===== config.mk =====
export PLATFORM = sky130hd
export DESIGN_NAME = adcsr_top
export DESIGN_NICKNAME = d
export VERILOG_FILES = /design/src/adcsr_pkg.sv /design/src/adcsr_top.sv
export SDC_FILE = /design/constraint.sdc
export NUM_CORES = 1
export LEC_CHECK = 0
export CAP_MARGIN = 0
export CORE_ASPECT_RATIO = 0.9
export CORE_MARGIN = 3
export CORE_UTILIZATION = 61
export CTS_CLUSTER_DIAMETER = 100
export DETAILED_ROUTE_END_ITERATION = 6
export DONT_BUFFER_PORTS = 1
export PLACE_DENSITY = 0.77
export SYNTH_ARGS = -nofsm -noshare
export SYNTH_HDL_FRONTEND = slang
export SYNTH_SLANG_ARGS = --single-unit
export TNS_END_PERCENT = 100

===== constraint.sdc =====
create_clock -name clock -period 2.8 [get_ports clock]
set_input_delay 0.7 -clock clock [delete_from_list [all_inputs] [get_ports clock]]
set_output_delay 0.7 -clock clock [all_outputs]
set_load 0.01 [all_outputs]

===== src/adcsr_pkg.sv =====
// shared constants and the conversion clock selector of the serial readout block
`timescale 1ns/1ns
package adcsr_pkg;
	typedef enum logic [1:0] {
		ADCSR_CONVERT = 2'b00,
		ADCSR_SLEEP   = 2'b01,
		ADCSR_OUTPUT  = 2'b11
	} adcsr_state_type;

	localparam int          CLK_PERIOD_NS      = 100;
	localparam int          CONV_TIME_60_US    = 133530;
	localparam int          CONV_TIME_50_US    = 160230;
	localparam int          CONV_CYC_60        = CONV_TIME_60_US * 1000 / CLK_PERIOD_NS;
	localparam int          CONV_CYC_50        = CONV_TIME_50_US * 1000 / CLK_PERIOD_NS;
	localparam int          NOTCH_DIV          = 2560;
	localparam int          EXT_CONV_EDGES     = 20510;
	localparam int          ISCK_FREQ_HZ       = 19200;
	localparam int          ISCK_HALF_CYC      = 1000000000 / (CLK_PERIOD_NS * 2 * ISCK_FREQ_HZ);
	localparam int          EXT_ISCK_DIV       = 8;
	localparam int          EXT_ISCK_HALF      = EXT_ISCK_DIV / 2;
	localparam int          OSC_HIGH_MAX_NS    = 200000;
	localparam int          OSC_STATIC_CYC     = 2 * OSC_HIGH_MAX_NS / CLK_PERIOD_NS;
	localparam int          CONV_CNT_W         = 21;
	localparam int          DIV_CNT_W          = 9;
	localparam int          STATIC_CNT_W       = 12;
	localparam int          FRAME_BITS         = 24;
	localparam int          FRAME_MSB          = FRAME_BITS - 1;
	localparam int          RESULT_BITS        = 21;
	localparam logic [4:0]  LAST_BIT_IDX       = 5'(FRAME_BITS - 1);
	localparam logic        FRAME_FILL_BIT     = 1'b0;
	localparam logic [1:0]  STRAP_SETTLE       = 2'h3;
endpackage : adcsr_pkg

module adcsr_freq_sel (
	// clock and reset
	input  wire logic clock,
	input  wire logic rst,
	// frequency control pin
	input  wire logic notch_freq_control,
	// decoded choice
	output logic      ext_osc_mode,
	output logic      notch_50hz,
	output logic      osc_edge
);
	import adcsr_pkg::*;

	logic                    f0_s1_reg;
	logic                    f0_s2_reg;
	logic                    f0_s3_reg;
	logic [STATIC_CNT_W-1:0] quiet_cnt_reg;

	// pin synchroniser
	always_ff @(posedge clock) begin
		f0_s1_reg <= notch_freq_control;
		f0_s2_reg <= f0_s1_reg;
		f0_s3_reg <= f0_s2_reg;
	end

	// toggling pin means external system clock
	always_ff @(posedge clock) begin
		if (rst) begin
			quiet_cnt_reg <= '0;
			ext_osc_mode  <= 1'b0;
			osc_edge      <= 1'b0;
			notch_50hz    <= 1'b0;
		end else begin
			osc_edge   <= f0_s2_reg && !f0_s3_reg;
			notch_50hz <= f0_s2_reg;
			if (f0_s2_reg != f0_s3_reg) begin
				quiet_cnt_reg <= '0;
				ext_osc_mode  <= 1'b1;
			end else if (quiet_cnt_reg == STATIC_CNT_W'(OSC_STATIC_CYC - 1)) begin
				ext_osc_mode  <= 1'b0;
			end else begin
				quiet_cnt_reg <= quiet_cnt_reg + 1'b1;
			end
		end
	end
endmodule : adcsr_freq_sel


===== src/adcsr_top.sv =====
// conversion sequencer and three-wire serial readout
// How it works
// select low enables output, wakes device
// sleep after conversion while select high
// select rising during output, after the first shift clock, restarts conversion
// output released while select high
// status shown during conversion and sleep
// internal mode drives shift clock
// external mode host drives shift clock
// pull-up enabled in internal mode
// mode sampled at reset, select falling
// control high gives 50 Hz timing
// control low gives 60 Hz timing
// toggling control pin is system clock
// 24-bit frame, status then result
// change data on falling shift edge
// first bit is conversion pending flag
// output ends after 24 bits, restarts
// early select high keeps result, sleeps
// high shift clock level selects internal
`timescale 1ns/1ns
module adcsr_top #(
	parameter int CONV_CYC_60_P   = adcsr_pkg::CONV_CYC_60,
	parameter int CONV_CYC_50_P   = adcsr_pkg::CONV_CYC_50,
	parameter int EXT_CONV_EDGE_P = adcsr_pkg::EXT_CONV_EDGES
) (
	// clock and reset
	input  wire logic                              clock,
	input  wire logic                              rst,
	// host pins
	input  wire logic                              select_low_input,
	input  wire logic                              shift_clk_in,
	output logic                                   shift_clk_out,
	output logic                                   shift_clk_oe,
	output logic                                   shift_clk_pullup_en,
	output logic                                   serial_result_out,
	output logic                                   serial_result_oe,
	input  wire logic                              notch_freq_control,
	// converter core
	input  wire logic [adcsr_pkg::RESULT_BITS-1:0] conv_result,
	input  wire logic                              conv_sign,
	output logic                                   conversion_pending_flag,
	output logic                                   sleep_active
);
	import adcsr_pkg::*;

	adcsr_state_type        state_reg;
	adcsr_state_type        state_next;
	logic                   cs_s1_reg;
	logic                   cs_s2_reg;
	logic                   cs_s3_reg;
	logic                   sck_s1_reg;
	logic                   sck_s2_reg;
	logic                   sck_s3_reg;
	logic                   internal_mode_reg;
	logic [1:0]             strap_cnt_reg;
	logic [CONV_CNT_W-1:0]  conv_cnt_reg;
	logic [DIV_CNT_W-1:0]   div_cnt_reg;
	logic [FRAME_BITS-1:0]  frame_reg;
	logic [4:0]             bit_cnt_reg;
	logic                   started_reg;
	logic                   ext_osc_mode;
	logic                   notch_50hz;
	logic                   osc_edge;
	logic                   tick;
	logic                   conv_done;
	logic                   half_done;
	logic                   rise_ev;
	logic                   fall_ev;
	logic                   cs_rise;
	logic                   cs_fall;
	logic [CONV_CNT_W-1:0]  conv_limit;

	adcsr_freq_sel u_freq_sel (
		.clock              (clock),
		.rst                (rst),
		.notch_freq_control (notch_freq_control),
		.ext_osc_mode       (ext_osc_mode),
		.notch_50hz         (notch_50hz),
		.osc_edge           (osc_edge)
	);

	// pin synchronisers
	always_ff @(posedge clock) begin
		cs_s1_reg  <= select_low_input;
		cs_s2_reg  <= cs_s1_reg;
		cs_s3_reg  <= cs_s2_reg;
		sck_s1_reg <= shift_clk_in;
		sck_s2_reg <= sck_s1_reg;
		sck_s3_reg <= sck_s2_reg;
	end

	// events
	always_comb begin
		cs_rise = cs_s2_reg && !cs_s3_reg;
		cs_fall = !cs_s2_reg && cs_s3_reg;
		tick    = ext_osc_mode ? osc_edge : 1'b1;
		if (ext_osc_mode) begin
			conv_limit = CONV_CNT_W'(EXT_CONV_EDGE_P - 1);
		end else if (notch_50hz) begin
			conv_limit = CONV_CNT_W'(CONV_CYC_50_P - 1);
		end else begin
			conv_limit = CONV_CNT_W'(CONV_CYC_60_P - 1);
		end
		// limit may drop mid-conversion when the clock source changes
		conv_done = (state_reg == ADCSR_CONVERT) && tick && (conv_cnt_reg >= conv_limit);
		half_done = tick && (div_cnt_reg == (ext_osc_mode ? DIV_CNT_W'(EXT_ISCK_HALF - 1)
			: DIV_CNT_W'(ISCK_HALF_CYC - 1)));
		if (internal_mode_reg) begin
			rise_ev = (state_reg == ADCSR_OUTPUT) && half_done && !shift_clk_out;
			fall_ev = (state_reg == ADCSR_OUTPUT) && half_done && shift_clk_out;
		end else begin
			rise_ev = (state_reg == ADCSR_OUTPUT) && sck_s2_reg && !sck_s3_reg;
			fall_ev = (state_reg == ADCSR_OUTPUT) && !sck_s2_reg && sck_s3_reg;
		end
	end

	// state sequencing
	always_comb begin
		state_next = state_reg;
		unique case (state_reg)
			ADCSR_CONVERT: begin
				if (conv_done) begin
					state_next = cs_s2_reg ? ADCSR_SLEEP : ADCSR_OUTPUT;
				end
			end
			ADCSR_SLEEP: begin
				if (!cs_s2_reg) begin
					state_next = ADCSR_OUTPUT;
				end
			end
			ADCSR_OUTPUT: begin
				if (cs_rise) begin
					state_next = started_reg ? ADCSR_CONVERT : ADCSR_SLEEP;
				end else if (rise_ev && bit_cnt_reg == LAST_BIT_IDX) begin
					state_next = ADCSR_CONVERT;
				end
			end
			default: state_next = ADCSR_CONVERT;
		endcase
	end

	always_ff @(posedge clock) begin
		if (rst) begin
			state_reg <= ADCSR_CONVERT;
		end else begin
			state_reg <= state_next;
		end
	end

	// serial clock mode strap
	always_ff @(posedge clock) begin
		if (rst) begin
			strap_cnt_reg     <= '0;
			internal_mode_reg <= 1'b1;
		end else if (strap_cnt_reg != STRAP_SETTLE) begin
			strap_cnt_reg     <= strap_cnt_reg + 1'b1;
			internal_mode_reg <= sck_s2_reg;
		end else if (cs_fall && state_reg != ADCSR_OUTPUT) begin
			internal_mode_reg <= sck_s2_reg;
		end
	end

	// conversion timer
	always_ff @(posedge clock) begin
		if (rst || state_reg != ADCSR_CONVERT) begin
			conv_cnt_reg <= '0;
		end else if (tick) begin
			conv_cnt_reg <= conv_cnt_reg + 1'b1;
		end
	end

	// internal shift clock generator
	always_ff @(posedge clock) begin
		if (rst) begin
			div_cnt_reg   <= '0;
			shift_clk_out <= 1'b1;
		end else if (state_reg != ADCSR_OUTPUT || state_next != ADCSR_OUTPUT) begin
			div_cnt_reg   <= '0;
			shift_clk_out <= !(internal_mode_reg && state_next == ADCSR_OUTPUT);
		end else if (half_done) begin
			div_cnt_reg   <= '0;
			shift_clk_out <= !shift_clk_out;
		end else if (tick) begin
			div_cnt_reg   <= div_cnt_reg + 1'b1;
		end
	end

	// result frame and bit count
	always_ff @(posedge clock) begin
		if (rst) begin
			frame_reg   <= '0;
			bit_cnt_reg <= '0;
			started_reg <= 1'b0;
		end else if (conv_done) begin
			frame_reg   <= {1'b0, FRAME_FILL_BIT, conv_sign, conv_result};
			bit_cnt_reg <= '0;
			started_reg <= 1'b0;
		end else if (state_reg != ADCSR_OUTPUT) begin
			bit_cnt_reg <= '0;
			started_reg <= 1'b0;
		end else begin
			if (rise_ev) begin
				started_reg <= 1'b1;
				bit_cnt_reg <= bit_cnt_reg + 1'b1;
			end
			if (fall_ev && started_reg) begin
				frame_reg <= {frame_reg[FRAME_MSB-1:0], 1'b0};
			end
		end
	end

	// pin drivers and status
	always_ff @(posedge clock) begin
		if (rst) begin
			serial_result_out       <= 1'b1;
			serial_result_oe        <= 1'b0;
			shift_clk_oe            <= 1'b0;
			shift_clk_pullup_en     <= 1'b1;
			conversion_pending_flag <= 1'b1;
			sleep_active            <= 1'b0;
		end else begin
			serial_result_oe        <= !cs_s2_reg;
			shift_clk_oe            <= internal_mode_reg && state_next == ADCSR_OUTPUT;
			shift_clk_pullup_en     <= internal_mode_reg;
			conversion_pending_flag <= state_next == ADCSR_CONVERT;
			sleep_active            <= state_next == ADCSR_SLEEP;
			// status follows the state being entered, no stale data bit
			if (state_reg == ADCSR_OUTPUT && state_next == ADCSR_OUTPUT) begin
				serial_result_out <= frame_reg[FRAME_MSB];
			end else begin
				serial_result_out <= state_next == ADCSR_CONVERT;
			end
		end
	end
endmodule : adcsr_top


### Yosys cells after proc, flatten, opt, wreduce, memory -nomap -nowiden

Index checks and enable logic that the tools add are counted.

| word-level totals | value |
|---|---|
| memory bits (writable) | 0 |
| bits in latches | 0 |
| logic and storage cells | 111 |
| memories | 0 |
| output and inout port bits | 7 |
| input bits | 27 |
| memory bits (read-only) | 0 |
| flip-flop bits (word level) | 96 |

| operators by class | value |
|---|---|
| add/sub/neg operators | 5 |
| bitwise operators | 1 |
| mux-type cells | 23 |
| shift-type cells | 0 |
| reduce and logical (&&, ||, !) cells | 40 |
| multiply operators | 0 |
| divide/modulo/power cells | 0 |
| equal/unequal tests | 12 |
| magnitude comparators | 1 |

Operators with widths:

| cell | number |
|---|---|
| $mux W22 | 3 |
| $add A21 B1 Y21 const B | 1 |
| $ge A21 B21 Y1 | 1 |
| $mux W21 | 1 |
| $mux W20 | 1 |
| $logic_and A1 B1 Y1 | 18 |
| $add A12 B1 Y12 const B | 1 |
| $eq A12 B12 Y1 const B | 1 |
| $mux W1 | 11 |
| $mux W2 | 5 |
| $reduce_bool A2 Y1 | 5 |
| $add A9 B1 Y9 const B | 1 |
| $eq A9 B9 Y1 | 1 |
| $mux W9 | 1 |
| $ne A2 B2 Y1 const B | 4 |
| $logic_not A1 Y1 | 7 |
| $pmux W2 S3 | 1 |
| $reduce_or A3 Y1 | 2 |
| $add A5 B1 Y5 const B | 1 |
| $eq A5 B5 Y1 const B | 1 |
| $eq A2 B1 Y1 const B | 2 |
| $eq A2 B2 Y1 const B | 2 |
| $logic_not A2 Y1 | 2 |
| $reduce_and A2 Y1 | 2 |
| 5 further kinds | 7 |

### Depth between registers and ports, before layout

| depth | value |
|---|---|
| depth in word-level cells | 14 |
| mapped depth | 11 |
| gate-level depth less buffers | 9 |

### By module

From an unflattened synthesis, not the netlist that was laid out.

| unflattened totals | value |
|---|---|
| cells, all modules | 465 |
| area total of the unflattened synthesis | 4488.1 um^2 |

Modules (own cells, without submodules):

| module | sequential area each (um^2) | cells an instance | area an instance (um^2) | instances |
|---|---|---|---|---|
| adcsr_top | 1561.5 | 384 | 3689.8 | 1 |
| adcsr_freq_sel | 360.3 | 81 | 798.3 | 1 |

### Least setup slack after synthesis

No wires, ideal clock.

| timing path | value |
|---|---|
| kind | reg2reg |
| start | register div_cnt_reg[0] |
| end | register frame_reg[5] |
| required time | 2.714 ns |
| cell stages (with the launch flop) | 10 |
| period minus slack after synthesis | 2.549 ns |
| setup time | 0.086 ns |
| buffers on the path | 2 |
| data arrival time | 2.463 ns |
| path slack | 0.251 ns |
| cells stage by stage | dfxtp_1 -> ha_1 -> or4b_4 -> a211oi_4 -> a31oi_1 -> or3b_1 -> buf_4 -> buf_6 -> mux2i_1 -> a211oi_1 |

| between the ends | value |
|---|---|
| longest elaborated chain between the ends | 8 |

Ends and longest elaborated chain:

| item | RTL line | source |
|---|---|---|
| start, declared | adcsr_top.sv:58 | `logic [DIV_CNT_W-1:0] div_cnt_reg;` |
| start signal, assigned | adcsr_top.sv:185 | `div_cnt_reg <= div_cnt_reg + 1'b1;` |
| $eq A9 B9 Y1 | adcsr_top.sv:107 | `half_done = tick && (div_cnt_reg == (ext_osc_mode ? DIV_CNT_W'(EXT_ISCK_HALF - 1)` |
| $logic_and A1 B1 Y1 | adcsr_top.sv:107 |  |
| $logic_and A1 B1 Y1 (2 in a row) | adcsr_top.sv:111 | `fall_ev = (state_reg == ADCSR_OUTPUT) && half_done && shift_clk_out;` |
| $mux W1 | adcsr_top.sv:109 | `if (internal_mode_reg) begin` |
| $logic_and A1 B1 Y1 | adcsr_top.sv:207 | `if (fall_ev && started_reg) begin` |
| $reduce_bool A2 Y1 (no source line) | -- |  |
| $reduce_and A2 Y1 (no source line) | -- |  |
| end signal, assigned | adcsr_top.sv:196 | `frame_reg <= {1'b0, FRAME_FILL_BIT, conv_sign, conv_result};` |
| end signal, assigned | adcsr_top.sv:208 | `frame_reg <= {frame_reg[FRAME_MSB-1:0], 1'b0};` |
| end, declared | adcsr_top.sv:59 | `logic [FRAME_BITS-1:0] frame_reg;` |

No other way between the ends.
A chain may end at the register's enable or synchronous reset.

### Worst setup path in the final report

| timing path | value |
|---|---|
| start | register div_cnt_reg[0] |
| end | register div_cnt_reg[3] |

| between the ends | value |
|---|---|
| longest elaborated chain between the ends | 12 |
| elaborated cells on any way between the ends | 13 |
| classes of those cells | add/sub (1); eq/ne (2); mux (4); reduce/logical (6) |

Ends and longest elaborated chain:

| item | RTL line | source |
|---|---|---|
| $eq A9 B9 Y1 | adcsr_top.sv:107 |  |
| $logic_and A1 B1 Y1 | adcsr_top.sv:107 |  |
| $logic_and A1 B1 Y1 (2 in a row) | adcsr_top.sv:110 | `rise_ev = (state_reg == ADCSR_OUTPUT) && half_done && !shift_clk_out;` |
| $mux W1 | adcsr_top.sv:109 |  |
| $logic_and A1 B1 Y1 | adcsr_top.sv:135 | `end else if (rise_ev && bit_cnt_reg == LAST_BIT_IDX) begin` |
| $mux W2 | adcsr_top.sv:135 |  |
| $mux W2 | adcsr_top.sv:133 | `if (cs_rise) begin` |
| $pmux W2 S3 | adcsr_top.sv:121 | `unique case (state_reg)` |
| $ne A2 B2 Y1 | adcsr_top.sv:178 | `end else if (state_reg != ADCSR_OUTPUT \|\| state_next != ADCSR_OUTPUT) begin` |
| $logic_or A1 B1 Y1 | adcsr_top.sv:178 |  |
| $reduce_or A3 Y1 (no source line) | -- |  |

Several ways; a longest one is shown, not always the timed one.

==> metrics.md <==
| Metric | Value |
|---|---|
| FFs w/ async S/R, synth | 0% |
| Core ar. | 6761 µm² |
| Antenna diodes | 0 |
| Number of routed nets with antenna violations | 0 |
| Max frequency | 0.3800 GHz |
| First-pass GRT wire length | 13540 µm |
| Vias | 3209 |
| Clock Tree Root | clkbuf_8 |
| End of the worst hold path | u_freq_sel.f0_s2_reg$_DFF_P_ |
| Ports | 34 |
| Hold Slack | 0.3348 ns |
| Area leader, netlist | dfxtp_1 |
| Unrepaired setup endpoints after global routing | no |
| Multi-input logic area | 2325 µm² |
| DR pass1 iterations | 4 |
| HP Class | reg -> reg |
| # hold bufs at CTS | 0 |
| Mapped Area | 4387 µm² |
| Top_reg_cell synth | dfxtp_1 |
| Syn nets | 525 |
| Worst skew pair latency | 0.35 ns |
| Worst Path Class, Setup | reg -> reg |
| Nets@finish | 521 |
| Yosys cell types | 49 |
| Gpl congestion | 0.7637 |
| Critical Path End Type | flip-flop |
| Total track usage | 20.43% |
| CP Cell Sequence | ha_1 -> or4b_4 -> a2111o_1 -> a21boi_0 -> nor2_1 -> nor3_1 -> buf_4 -> nor3_1 |
| Clock Tree Buf Depth | 2 |
| Wire per inst | 13.60 µm |
| Sequential Area | 1923 µm² |
| Slew Viols, Final | 0 |
| Setup TNS | 0 ns |
| Drt total wl | 7750 µm |
| FP Rows | 28 |
| Post-synth top area share | 43.81% |
| CP max stage delay | 0.51 ns |
| Largest register FFs | 24 |
| Die ar. | 8246 µm² |
| Largest net degree at the start of global routing | 47 |
| Commonest non-fill, non-tap cell in the layout | dfxtp_1 |
| Post-CTS Setup Repair Bufs | 0 |
| Initial antenna violation count | 0 |
| Die width | 95.39 µm |
| Tot Pwr | 0.002319 W |
| Reg2reg start | div_cnt_reg[0]$_SDFFE_PP0P_ |
| Hold Path Origin | u_freq_sel.f0_s1_reg$_DFF_P_ |
| Max-cap violations | 0 |
| Layout cells sized above 1 | 7.500% |
| Clock Skew | 0.006369 ns |
| Run status | completed |
| DP HPWL | 5457 µm |
| Clock sink count | 96 |
| Worst slew margin | 53.06% |
| Post-synthesis sequential area ratio | 43.81% |
| Starting DRC count in detailed routing | 116 |
| Post-route insts no fill | 570 |
| Minimum clock period | 2.632 ns |
| Post-CTS resize count | 0 |
| Critical path data arrival time | 2.88 ns |
| Vias per inst | 5.630 |
| Pwr dens | 499.6 nW/µm² |
| CTS clock-pin slew for the worst setup and hold paths | 0.09 ns |
| CP top delay family | simple AND/OR/NAND/NOR gates |
| Syn avg cell area | 9.158 µm² |
| Worst Reg-to-Reg Cells | 8 |
| Critical path launch point type | flip-flop |
| Cell mode on critical path | nor3_1 |
| CP required | 3.04 ns |
| Number of synthesized register bits | 96 |
| CTS tree | done |
| Yosys warnings | 0 |
| Drc violations | 0 |
| Fill cell count | 551 |
| Worst hold stages | 0 |
| Final period util | 94.00% |
| Vias in the first global route | 2970 |
| Number of CTS-inserted buffers | 9 |
| CP bufs+invs | 1 |
| IO Port Bufs | 0 |
| Number of synthesized flops with an enable pin | 0 |
| Crit-path max FO | 9 |
| Syn Inst Count | 479 |
| Initial core utilization | 64.88% |
| Fin. Hold Viols | 0 |
| Peak VDD IR | 0.4296 mV |
| R2r endpoint | div_cnt_reg[3]$_SDFFE_PP0P_ |
| Slowest stage cell, crit path | or4b_4 |
| Endpoints failing setup | 0 |
| Die Height | 86.45 µm |
| Placed cell count | 554 |
| Worst R2R Setup Slack | 0.17 ns |
| Htree depth | 3 |
| GRT Residual Overflow | 0 |
| Worst-Margin Slew | 0.7041 ns |
| Most frequent cells in the layout | 95 x dfxtp_1, 82 x nor2_1, 28 x mux2i_1 |
| Leak | 1.820 nW |
| Area Overhead vs Synth | 5.790% |
| Stages on worst setup path | 8 |
| Largest cells by area after synthesis | dfxtp_1 44%, nor2_1 7.0%, mux2i_1 6.4% |
## worst max-delay path by stage
stage                                   to                                  from  slack [ns]
2_1_floorplan    frame_reg[5]$_SDFFE_PP0P_           div_cnt_reg[0]$_SDFFE_PP0P_        0.25
3_3_place_gp   div_cnt_reg[1]$_SDFFE_PP0P_  u_freq_sel.ext_osc_mode$_SDFFE_PP0P_        0.21
3_5_place_dp   div_cnt_reg[0]$_SDFFE_PP0P_  u_freq_sel.ext_osc_mode$_SDFFE_PP0P_        0.09
4_1_cts        div_cnt_reg[0]$_SDFFE_PP0P_  u_freq_sel.ext_osc_mode$_SDFFE_PP0P_        0.08
5_1_grt          frame_reg[2]$_SDFFE_PP0P_           div_cnt_reg[0]$_SDFFE_PP0P_        0.01
6_report       div_cnt_reg[3]$_SDFFE_PP0P_           div_cnt_reg[0]$_SDFFE_PP0P_        0.17
## where the power goes
part           total (W)  internal [W]  switching [W]
combinational   0.000109     0.0000497      0.0000596
clock           0.000790      0.000321       0.000469
sequential       0.00142       0.00139      0.0000279
total            0.00232       0.00176       0.000557
## synth_stat cells, types with 2 or more instances
master,n
nor2_1,82
a31oi_1,3
or2_2,5
and2_1,3
a2111o_1,2
a21boi_0,2
clkbuf_1,16
buf_2,3
ha_1,19
nor4_1,7
nand3b_1,4
and3_1,6
a21oi_1,13
o211ai_1,3
xnor2_1,16
mux2i_1,28
nor2b_1,4
nor3b_1,6
buf_6,2
nand2b_1,8
nand3_1,14
and4_1,3
nand4b_1,2
a211oi_1,22
xor2_1,22
nand2_1,21
o21a_1,2
nand4_1,11
inv_1,9
or3_1,8
o21ai_0,5
dfxtp_1,96
or4_1,2
nor3_1,15
## stage by stage
stage | utilization [%] | setup slack, ns | cell area [µm²]
3_5_place_dp | 66.01 | 0.09087 | 4463
6_report | 68.63 | 0.1681 | 4641
3_3_place_gp | 66.01 | 0.2100 | 4463
4_1_cts | 68.52 | 0.07654 | 4633
5_1_grt | 68.63 | 0.009729 | 4641
2_1_floorplan | - | 0.2510 | 4387
## per-layer routing
metal | track usage, % | part of all wire, % | wire length (µm) | up-vias
li1 | - | - | - | 1685
met1 | 28.20 | 49 | 3775 | 1469
met2 | 31.21 | 46 | 3533 | 48
met3 | 5.729 | 4.4 | 341 | 7
met4 | 6.202 | 1.3 | 99 | 0
met5 | 0 | 0 | 0 | -
## final cells by class
type / count / share of cell area, %
clock buffers: 9 / 2.669
flip-flops and latches: 96 / 41.44
clock inverters: 7 / 0.9976
repair buffers: 8 / 1.645
inverters: 9 / 0.7280
multi-input cells: 351 / 50.09
well taps: 90 / 2.427
## logic make-up after synthesis
logic type      count (synthesis)  share of synthesized area [%]
xor+xnor                       38                          7.587
mux                            28                          6.389
buf+inv                        32                          3.251
compound gates                 61                          10.04
fa+ha+maj                      19                          5.419
flops                          96                          43.81
simple gates                  205                          23.50
No activity file was read; power rests on OpenSTA's default activity.
